--- src/nsw_defines.svh ---
`ifndef NSW_DEFINES_SVH
`define NSW_DEFINES_SVH

// register indices; the byte address is four times the index
`define NSW_IDX_ERR 6'h13
`define NSW_IDX_REG 6'h14
`define NSW_IDX_PRES 6'h15
`define NSW_IDX_HIST 6'h16

// error word bit positions
`define NSW_BIT_PARAM 4
`define NSW_BIT_FRAME 5
`define NSW_BIT_LINK 9
`define NSW_BIT_DUP 10
`define NSW_BIT_INIT 11
`define NSW_BIT_AL 12
`define NSW_BIT_PD_NF 14
`define NSW_BIT_PD_F 15
`define NSW_ERR_UNUSED_MASK 16'h21c0

// reset values
`define NSW_WORD_RST 16'h0000
`define NSW_DATA_RST 32'h0000_0000

// axi response codes
`define NSW_RESP_OKAY 2'h0
`define NSW_RESP_SLVERR 2'h2

`endif

--- src/nsw_pkg.sv ---
package nsw_pkg;

    typedef logic [15:0] nsw_word_t;

    // live conditions reported by the fieldbus master engine
    typedef struct packed {
        logic pd_fatal;
        logic pd_nonfatal;
        logic al_status_err;
        logic slave_init_err;
        logic addr_dup;
        logic link_err;
        logic frame_send_err;
        logic param_err;
        nsw_word_t present_nodes;
        nsw_word_t reg_nodes;
    } nsw_cond_t;

endpackage

--- src/nsw_sync2.sv ---
`timescale 1ns/1ns
`default_nettype none

module nsw_sync2 #(
    parameter int W = 1
) (
    // clock and reset
    input wire logic aclk,
    input wire logic aresetn,
    // data
    input wire logic [W-1:0] d,
    output logic [W-1:0] q
);

    logic [W-1:0] meta_reg;
    logic [W-1:0] meta_next;
    logic [W-1:0] q_reg;
    logic [W-1:0] q_next;

    generate
        if (W < 1) begin : g_bad_width
            $error("nsw_sync2: width must be at least one");
        end
    endgenerate

    // first stage feeds only the second stage
    always_comb begin
        meta_next = d;
        q_next = meta_reg;
    end

    always_ff @(posedge aclk) begin
        if (!aresetn) begin
            meta_reg <= '0;
            q_reg <= '0;
        end else begin
            meta_reg <= meta_next;
            q_reg <= q_next;
        end
    end

    assign q = q_reg;

endmodule

`default_nettype wire

--- src/nsw_status_bank.sv ---
// Our own choice: register access over AXI4-Lite.
`timescale 1ns/1ns
`default_nettype none
`include "nsw_defines.svh"

module nsw_status_bank #(
    parameter int ADDR_W = 8,
    parameter int NODES = 16
) (
    // clock and reset
    input wire logic aclk,
    input wire logic aresetn,
    // axi4-lite write address
    input wire logic [ADDR_W-1:0] awaddr,
    input wire logic [2:0] awprot,
    input wire logic awvalid,
    output logic awready,
    // axi4-lite write data
    input wire logic [31:0] wdata,
    input wire logic [3:0] wstrb,
    input wire logic wvalid,
    output logic wready,
    // axi4-lite write response
    output logic [1:0] bresp,
    output logic bvalid,
    input wire logic bready,
    // axi4-lite read address
    input wire logic [ADDR_W-1:0] araddr,
    input wire logic [2:0] arprot,
    input wire logic arvalid,
    output logic arready,
    // axi4-lite read data
    output logic [31:0] rdata,
    output logic [1:0] rresp,
    output logic rvalid,
    input wire logic rready,
    // live conditions from the fieldbus master engine, asynchronous
    input wire nsw_pkg::nsw_cond_t cond
);

    generate
        if (ADDR_W < 8 || ADDR_W > 32) begin : g_bad_addr
            $error("nsw_status_bank: address width must be 8 to 32");
        end
        if (NODES < 1 || NODES > 16) begin : g_bad_nodes
            $error("nsw_status_bank: node count must be 1 to 16");
        end
    endgenerate

    // synchronised conditions
    nsw_pkg::nsw_cond_t cs;

    nsw_sync2 #(
        .W($bits(nsw_pkg::nsw_cond_t))
    ) u_sync (
        .aclk(aclk),
        .aresetn(aresetn),
        .d(cond),
        .q(cs)
    );

    // status words
    nsw_pkg::nsw_word_t err_word_reg;
    nsw_pkg::nsw_word_t err_word_next;
    nsw_pkg::nsw_word_t reg_tab_reg;
    nsw_pkg::nsw_word_t reg_tab_next;
    nsw_pkg::nsw_word_t pres_tab_reg;
    nsw_pkg::nsw_word_t pres_tab_next;
    nsw_pkg::nsw_word_t hist_reg;
    nsw_pkg::nsw_word_t hist_next;
    nsw_pkg::nsw_word_t hist_clr;

    always_comb begin
        err_word_next = `NSW_WORD_RST;
        err_word_next[`NSW_BIT_PARAM] = cs.param_err;
        err_word_next[`NSW_BIT_FRAME] = cs.frame_send_err;
        err_word_next[`NSW_BIT_LINK] = cs.link_err;
        err_word_next[`NSW_BIT_DUP] = cs.addr_dup;
        err_word_next[`NSW_BIT_INIT] = cs.slave_init_err;
        err_word_next[`NSW_BIT_AL] = cs.al_status_err;
        err_word_next[`NSW_BIT_PD_NF] = cs.pd_nonfatal;
        err_word_next[`NSW_BIT_PD_F] = cs.pd_fatal;
        // unused bits stay at zero whatever is written
        err_word_next = err_word_next & ~`NSW_ERR_UNUSED_MASK;
    end

    // node tables: nodes beyond the configured count read as absent
    genvar k;
    generate
        for (k = 0; k < 16; k++) begin : g_node
            if (k < NODES) begin : g_used
                assign reg_tab_next[k] = cs.reg_nodes[k];
                assign pres_tab_next[k] = cs.present_nodes[k];
            end else begin : g_unused
                assign reg_tab_next[k] = 1'b0;
                assign pres_tab_next[k] = 1'b0;
            end
        end
    endgenerate

    // write channel state
    logic awready_reg;
    logic awready_next;
    logic wready_reg;
    logic wready_next;
    logic bvalid_reg;
    logic bvalid_next;
    logic [1:0] bresp_reg;
    logic [1:0] bresp_next;
    logic have_aw_reg;
    logic have_aw_next;
    logic have_w_reg;
    logic have_w_next;
    logic [ADDR_W-1:0] waddr_reg;
    logic [ADDR_W-1:0] waddr_next;
    logic [31:0] wdata_reg;
    logic [31:0] wdata_next;
    logic [3:0] wstrb_reg;
    logic [3:0] wstrb_next;
    logic wr_fire;
    logic wr_hit_status;
    logic wr_hit_hist;

    function automatic logic hits(input logic [ADDR_W-1:0] a, input logic [5:0] idx);
        hits = (a[7:2] == idx) && ((a >> 8) == '0);
    endfunction

    always_comb begin
        awready_next = awready_reg;
        wready_next = wready_reg;
        bvalid_next = bvalid_reg;
        bresp_next = bresp_reg;
        have_aw_next = have_aw_reg;
        have_w_next = have_w_reg;
        waddr_next = waddr_reg;
        wdata_next = wdata_reg;
        wstrb_next = wstrb_reg;
        wr_fire = 1'b0;
        wr_hit_status = 1'b0;
        wr_hit_hist = 1'b0;
        if (bvalid_reg && bready) begin
            bvalid_next = 1'b0;
        end
        if (awvalid && awready_reg) begin
            have_aw_next = 1'b1;
            waddr_next = awaddr;
        end
        if (wvalid && wready_reg) begin
            have_w_next = 1'b1;
            wdata_next = wdata;
            wstrb_next = wstrb;
        end
        // both halves held: answer once, one cycle after the later half
        if (have_aw_reg && have_w_reg && !bvalid_reg) begin
            wr_fire = 1'b1;
            have_aw_next = 1'b0;
            have_w_next = 1'b0;
            bvalid_next = 1'b1;
            wr_hit_status = hits(waddr_reg, `NSW_IDX_ERR) || hits(waddr_reg, `NSW_IDX_REG)
                || hits(waddr_reg, `NSW_IDX_PRES);
            wr_hit_hist = hits(waddr_reg, `NSW_IDX_HIST);
            // status words accept the write silently and keep live values
            bresp_next = (wr_hit_status || wr_hit_hist) ? `NSW_RESP_OKAY : `NSW_RESP_SLVERR;
        end
        awready_next = !have_aw_next && !bvalid_next;
        wready_next = !have_w_next && !bvalid_next;
    end

    // error history: sticky copy of the error word, write one to clear
    always_comb begin
        hist_clr = `NSW_WORD_RST;
        if (wr_fire && wr_hit_hist) begin
            hist_clr[7:0] = wstrb_reg[0] ? wdata_reg[7:0] : 8'h00;
            hist_clr[15:8] = wstrb_reg[1] ? wdata_reg[15:8] : 8'h00;
        end
        // a live error in the clearing cycle keeps its bit set
        hist_next = (hist_reg & ~hist_clr) | err_word_reg;
    end

    // read channel state
    logic arready_reg;
    logic arready_next;
    logic rvalid_reg;
    logic rvalid_next;
    logic [31:0] rdata_reg;
    logic [31:0] rdata_next;
    logic [1:0] rresp_reg;
    logic [1:0] rresp_next;

    always_comb begin
        rvalid_next = rvalid_reg;
        rdata_next = rdata_reg;
        rresp_next = rresp_reg;
        if (rvalid_reg && rready) begin
            rvalid_next = 1'b0;
        end
        if (arvalid && arready_reg) begin
            rvalid_next = 1'b1;
            rresp_next = `NSW_RESP_OKAY;
            if (hits(araddr, `NSW_IDX_ERR)) begin
                rdata_next = {16'h0000, err_word_reg};
            end else if (hits(araddr, `NSW_IDX_REG)) begin
                rdata_next = {16'h0000, reg_tab_reg};
            end else if (hits(araddr, `NSW_IDX_PRES)) begin
                rdata_next = {16'h0000, pres_tab_reg};
            end else if (hits(araddr, `NSW_IDX_HIST)) begin
                rdata_next = {16'h0000, hist_reg};
            end else begin
                rdata_next = `NSW_DATA_RST;
                rresp_next = `NSW_RESP_SLVERR;
            end
        end
        arready_next = !rvalid_next;
    end

    always_ff @(posedge aclk) begin
        if (!aresetn) begin
            err_word_reg <= `NSW_WORD_RST;
            reg_tab_reg <= `NSW_WORD_RST;
            pres_tab_reg <= `NSW_WORD_RST;
            hist_reg <= `NSW_WORD_RST;
            awready_reg <= 1'b0;
            wready_reg <= 1'b0;
            bvalid_reg <= 1'b0;
            bresp_reg <= `NSW_RESP_OKAY;
            have_aw_reg <= 1'b0;
            have_w_reg <= 1'b0;
            waddr_reg <= '0;
            wdata_reg <= `NSW_DATA_RST;
            wstrb_reg <= 4'h0;
            arready_reg <= 1'b0;
            rvalid_reg <= 1'b0;
            rdata_reg <= `NSW_DATA_RST;
            rresp_reg <= `NSW_RESP_OKAY;
        end else begin
            err_word_reg <= err_word_next;
            reg_tab_reg <= reg_tab_next;
            pres_tab_reg <= pres_tab_next;
            hist_reg <= hist_next;
            awready_reg <= awready_next;
            wready_reg <= wready_next;
            bvalid_reg <= bvalid_next;
            bresp_reg <= bresp_next;
            have_aw_reg <= have_aw_next;
            have_w_reg <= have_w_next;
            waddr_reg <= waddr_next;
            wdata_reg <= wdata_next;
            wstrb_reg <= wstrb_next;
            arready_reg <= arready_next;
            rvalid_reg <= rvalid_next;
            rdata_reg <= rdata_next;
            rresp_reg <= rresp_next;
        end
    end

    assign awready = awready_reg;
    assign wready = wready_reg;
    assign bvalid = bvalid_reg;
    assign bresp = bresp_reg;
    assign arready = arready_reg;
    assign rvalid = rvalid_reg;
    assign rdata = rdata_reg;
    assign rresp = rresp_reg;

    // a condition at the pins shows in the word three edges later
    property p_param;
        @(posedge aclk) disable iff (!aresetn)
        $past(aresetn, 3) |-> err_word_reg[`NSW_BIT_PARAM] == $past(cond.param_err, 3);
    endproperty
    a_param: assert property (p_param) else $error("param flag wrong");

    property p_frame;
        @(posedge aclk) disable iff (!aresetn)
        $rose(cs.frame_send_err) |=> err_word_reg[`NSW_BIT_FRAME];
    endproperty
    a_frame: assert property (p_frame) else $error("frame flag not set");

    property p_link;
        @(posedge aclk) disable iff (!aresetn)
        $fell(cs.link_err) |=> !err_word_reg[`NSW_BIT_LINK];
    endproperty
    a_link: assert property (p_link) else $error("link flag not cleared");

    property p_dup;
        @(posedge aclk) disable iff (!aresetn)
        cs.addr_dup [*2] |=> err_word_reg[`NSW_BIT_DUP] && $past(err_word_reg[`NSW_BIT_DUP]);
    endproperty
    a_dup: assert property (p_dup) else $error("duplicate flag wrong");

    property p_init;
        @(posedge aclk) disable iff (!aresetn)
        $changed(err_word_reg[`NSW_BIT_INIT])
            |-> $past(cs.slave_init_err) != $past(err_word_reg[`NSW_BIT_INIT]);
    endproperty
    a_init: assert property (p_init) else $error("init flag changed alone");

    property p_al;
        @(posedge aclk) disable iff (!aresetn)
        cs.al_status_err |=> err_word_reg[`NSW_BIT_AL];
    endproperty
    a_al: assert property (p_al) else $error("al flag not set");

    property p_pd_nf;
        @(posedge aclk) disable iff (!aresetn)
        $past(aresetn, 3) |-> err_word_reg[`NSW_BIT_PD_NF] == $past(cond.pd_nonfatal, 3);
    endproperty
    a_pd_nf: assert property (p_pd_nf) else $error("non-fatal flag wrong");

    property p_pd_f;
        @(posedge aclk) disable iff (!aresetn)
        !cs.pd_fatal |=> !err_word_reg[`NSW_BIT_PD_F];
    endproperty
    a_pd_f: assert property (p_pd_f) else $error("fatal flag stuck");

    property p_reg_tab;
        @(posedge aclk) disable iff (!aresetn)
        $past(aresetn, 3) |-> reg_tab_reg[NODES-1:0] == $past(cond.reg_nodes[NODES-1:0], 3);
    endproperty
    a_reg_tab: assert property (p_reg_tab) else $error("registered table wrong");

    property p_pres_tab;
        @(posedge aclk) disable iff (!aresetn)
        $past(aresetn) |-> pres_tab_reg[NODES-1:0] == $past(cs.present_nodes[NODES-1:0]);
    endproperty
    a_pres_tab: assert property (p_pres_tab) else $error("presence table wrong");

    property p_unused;
        @(posedge aclk) disable iff (!aresetn)
        rvalid_reg && rresp_reg == `NSW_RESP_OKAY && $past(arvalid && arready_reg
            && hits(araddr, `NSW_IDX_ERR))
            |-> (rdata_reg[15:0] & `NSW_ERR_UNUSED_MASK) == 16'h0000;
    endproperty
    a_unused: assert property (p_unused) else $error("unused error bits set");

    property p_no_write;
        @(posedge aclk) disable iff (!aresetn)
        wr_fire && wr_hit_status && $stable(cs) |=> err_word_reg == $past(err_word_reg)
            && reg_tab_reg == $past(reg_tab_reg) && pres_tab_reg == $past(pres_tab_reg)
            && bvalid_reg && bresp_reg == `NSW_RESP_OKAY;
    endproperty
    a_no_write: assert property (p_no_write) else $error("status word took a write");

    property p_read_live;
        @(posedge aclk) disable iff (!aresetn)
        arvalid && arready_reg && hits(araddr, `NSW_IDX_ERR)
            |=> rvalid_reg && rdata_reg == {16'h0000, $past(err_word_reg)};
    endproperty
    a_read_live: assert property (p_read_live) else $error("read of error word wrong");

endmodule

`default_nettype wire

--- config.mk ---
export PLATFORM = sky130hd
export DESIGN_NAME = nsw_status_bank
export DESIGN_NICKNAME = d
export VERILOG_FILES = /design/src/nsw_pkg.sv /design/src/nsw_sync2.sv /design/src/nsw_status_bank.sv
export VERILOG_INCLUDE_DIRS = /design/src
export SDC_FILE = /design/constraint.sdc
export NUM_CORES = 1
export LEC_CHECK = 0
export BUFFER_PORTS_ARGS = -buffer_cell sky130_fd_sc_hd__buf_2
export CAP_MARGIN = 5
export CORE_MARGIN = 2
export CORE_UTILIZATION = 30
export CTS_BUF_LIST = sky130_fd_sc_hd__clkbuf_4 sky130_fd_sc_hd__clkbuf_8
export DETAILED_ROUTE_END_ITERATION = 8
export PLACE_DENSITY_LB_ADDON = 0.08
export SYNTH_ARGS = -nofsm -noshare
export SYNTH_HDL_FRONTEND = slang
export SYNTH_SLANG_ARGS = --single-unit
--- constraint.sdc ---
create_clock -name aclk -period 1.3 [get_ports aclk]
set_input_delay 0 -clock aclk [delete_from_list [all_inputs] [get_ports aclk]]
set_output_delay 0 -clock aclk [all_outputs]
set_load 0.02 [all_outputs]
==> results.py <==
metrics = {
    "run_status": {
        "status": "complete, but fails checks",
        "violations": "setup timing",
    },
    "yosys": {
        "ys_ff_latch": 185,
        "synth-edff-count": 0,
        "syn_area_per_cell_sq_um": 10.0,
        "synth_warnings": 0,
        "ys.flop_type": "dfxtp_1",
        "syn-cell-area_sq_um": 6190,
        "ys_seq_area_frac": 0.598,
        "ys_types": 30,
        "syn_inst": 618,
        "synth_async_sr_flop_share": 0,
    },
    "sta": {
        "rsz0062_at_grt": "yes",
        "setup-violations-final": 16,
        "post-route-period-util": 1.15,
        "fmax_ghz": 0.667,
        "slew_violations": 0,
        "postLayoutSetupSlackWorst_ns": -0.199,
        "hold_viol_final": 0,
        "timing.hold.ws_ns": 0.0370,
        "finalCriticalPeriod_ns": 1.50,
        "finalClockSkew_ns": 0.0134,
    },
    "detailed_routing": {
        "wl_per_cell_um": 12.5,
        "via_per_inst": 4.08,
        "ant_nets": 0,
        "wl_met3_um": 687,
        "num_vias": 4366,
        "dr.pass1.iters": 4,
        "routed.top_layer": "met4",
        "drt_wl_total_um": 13400,
        "first_iter_violations": 221,
        "drc": 0,
        "met2WireLength_um": 5810,
        "wl_met1_um": 6730,
    },
    "power_and_ir_drop": {
        "power_mw": 10.5,
        "p_sw_mw": 2.58,
        "powerDensity_nw_per_um2": 1300,
        "p_comb_frac": 0.078,
        "p_clk_frac": 0.353,
        "switching_share": 0.246,
        "leakage_nw": 3.37,
        "peakVddDrop_uv": 519,
        "p_int_mw": 7.93,
        "pwr-share-seq": 0.569,
    },
    "placed_design": {
        "hpwl_um": 9420,
        "portBuffers": 99,
        "post-place-ws_ns": -0.212,
        "place.gp.congestion": 0.793,
    },
    "setup_path": {
        "end_kind": "flop",
        "crit_chain": "nand3b_1 > nor4b_4 > buf_4 > and4_1 > buf_6 > a31oi_1",
        "crit_arrival_ns": 1.83,
        "critPathLaunchType": "flop",
        "slowest_stage": "dfxtp_2",
        "slowest_delay_ns": 0.33,
        "critPathKind": "reg2reg",
        "crit_required_ns": 1.64,
        "cp_max_fo": 8,
    },
    "global_routing": {
        "grt_use_total": 0.127,
        "grt_pass1_wl_um": 21700,
        "grt_max_degree": 84,
        "antenna_found_initial": 1,
        "first_global_vias": 4214,
        "overflow": 0,
    },
    "clocking": {
        "cts_tree": "built",
        "clk_latency_ns": 0.45,
        "cts_buffers": 17,
        "cts_htree_levels": 4,
        "clkTransAtPathRegs_ns": 0.09,
        "cts.sinks": 185,
        "cts-root-buf": "clkbuf_8",
        "clk_path_buf_depth": 2,
    },
    "layout": {
        "n_fill_cell": 2056,
        "regArea_sq_um": 3700,
        "layout_commonest_cell": "dfxtp_1",
        "drive_gt1_frac": 0.208,
        "final_nets": 892,
        "final_cell_mix": "dfxtp_1 (184), and2_1 (123), buf_2 (98)",
        "syn_to_final_growth_pct": 30.7,
        "multi_input_comb_area_sq_um": 2200,
    },
    "floorplanning": {
        "die_h_um": 148,
        "die_x_um": 148,
        "num_io_pins": 146,
        "rows": 52,
        "start_util": 0.306,
        "dieArea_sq_um": 21800,
        "core_region_area_sq_um": 20200,
    },
    "flow_run": {
        "cap_violations": 0,
    },
    "hold_path": {
        "hold_class": "in2reg",
    },
}
==> power groups by stage <==
stage | Clock [mW] | Sequential [mW] | Combinational, mW
2_1_floorplan | 0 | 6.10 | 0.435
3_3_place_gp | 0 | 6.11 | 0.662
3_5_place_dp | 0 | 6.11 | 0.673
4_1_cts | 3.87 | 5.98 | 0.835
5_1_grt | 4.09 | 6.01 | 0.924
6_report | 3.71 | 5.98 | 0.825
==> synth_stat cells, types with 2 or more instances <==
cell	instances	area (sq um)
and2_1	123	769
and3_1	3	18.8
buf_2	8	40.0
o221ai_1	9	78.8
nand4_1	3	18.8
nand2_1	72	270
o221ai_2	2	30.0
mux2i_1	5	50.1
inv_1	20	75.1
nand3b_1	6	45.0
dfxtp_1	185	3700
clkbuf_1	26	97.6
nor3b_4	2	37.5
a21oi_1	31	155
xnor2_1	2	17.5
o21ai_0	20	100
nand3_1	18	90.1
nand2b_1	2	12.5
nor2_1	4	15.0
a21boi_0	26	195
buf_6	2	22.5
buf_4	19	143
buf_1	2	7.51
a31oi_1	9	56.3
nor2b_1	12	75.1
and4_1	3	26.3
==> worst paths after layout <==
kind	start	end	slack, ns	cells past startpoint
worst max register to register	bvalid	hist_reg[11]	-0.20	6
worst min-delay path	araddr[3]	rresp[1]	0.04	4
worst min register to register	wdata_reg[15]	hist_reg[15]	0.43	1
worst max-delay path	bvalid	hist_reg[11]	-0.20	6
==> metrics by stage <==
stage,instances,util,cell area [sq um],TNS (ns)
floorplan,635,-,6260,-1.07
global placement,966,0.343,6950,-1.38
detailed placement,966,0.343,6950,-2.80
CTS,1069,0.399,8070,-2.57
global route,1070,0.400,8090,-4.05
finish,1071,0.400,8090,-2.40
==> critical path, delay by kind of cell (launching register included) <==
family	cells	cell delay, ns
AOI/OAI and AO/OA	1	0.09
buffers and inverters	2	0.30
DFF	1	0.33
and+or+nand+nor	3	0.67
==> area by class of cell <==
class	count	share of cell area
Tap cell	270	0.0417
Clock inverter	14	0.0172
Clock buffer	18	0.0306
Multi-Input combinational cell	373	0.272
Sequential cell	185	0.458
Antenna cell	1	0.000309
Inverter	20	0.00928
Timing Repair Buffer	190	0.171
==> metal layers <==
metal / GRT usage / up-vias
met4: 0.0447 / 0
met3: 0.0321 / 13
met2: 0.189 / 115
met1: 0.178 / 1935
li1: - / 2303
met5: 0 / -
==> repair_timing <==
action	in CTS	in global routing
endpoints found under the setup margin	16	16
hold buffers	70	0
pin swaps	5	2
hold endpoints to repair	79	0
resized for setup	8	2
setup buffers	1	1
==> logic make-up after synthesis <==
| kind of cell | share of synthesized area |
|---|---|
| xor+xnor | 0.00283 |
| simple gates | 0.229 |
| flops | 0.598 |
| other cells | 0.000606 |
| compound gates | 0.0994 |
| mux | 0.00808 |
| buf+inv | 0.0622 |
No activity file was read; power rests on OpenSTA's default activity.
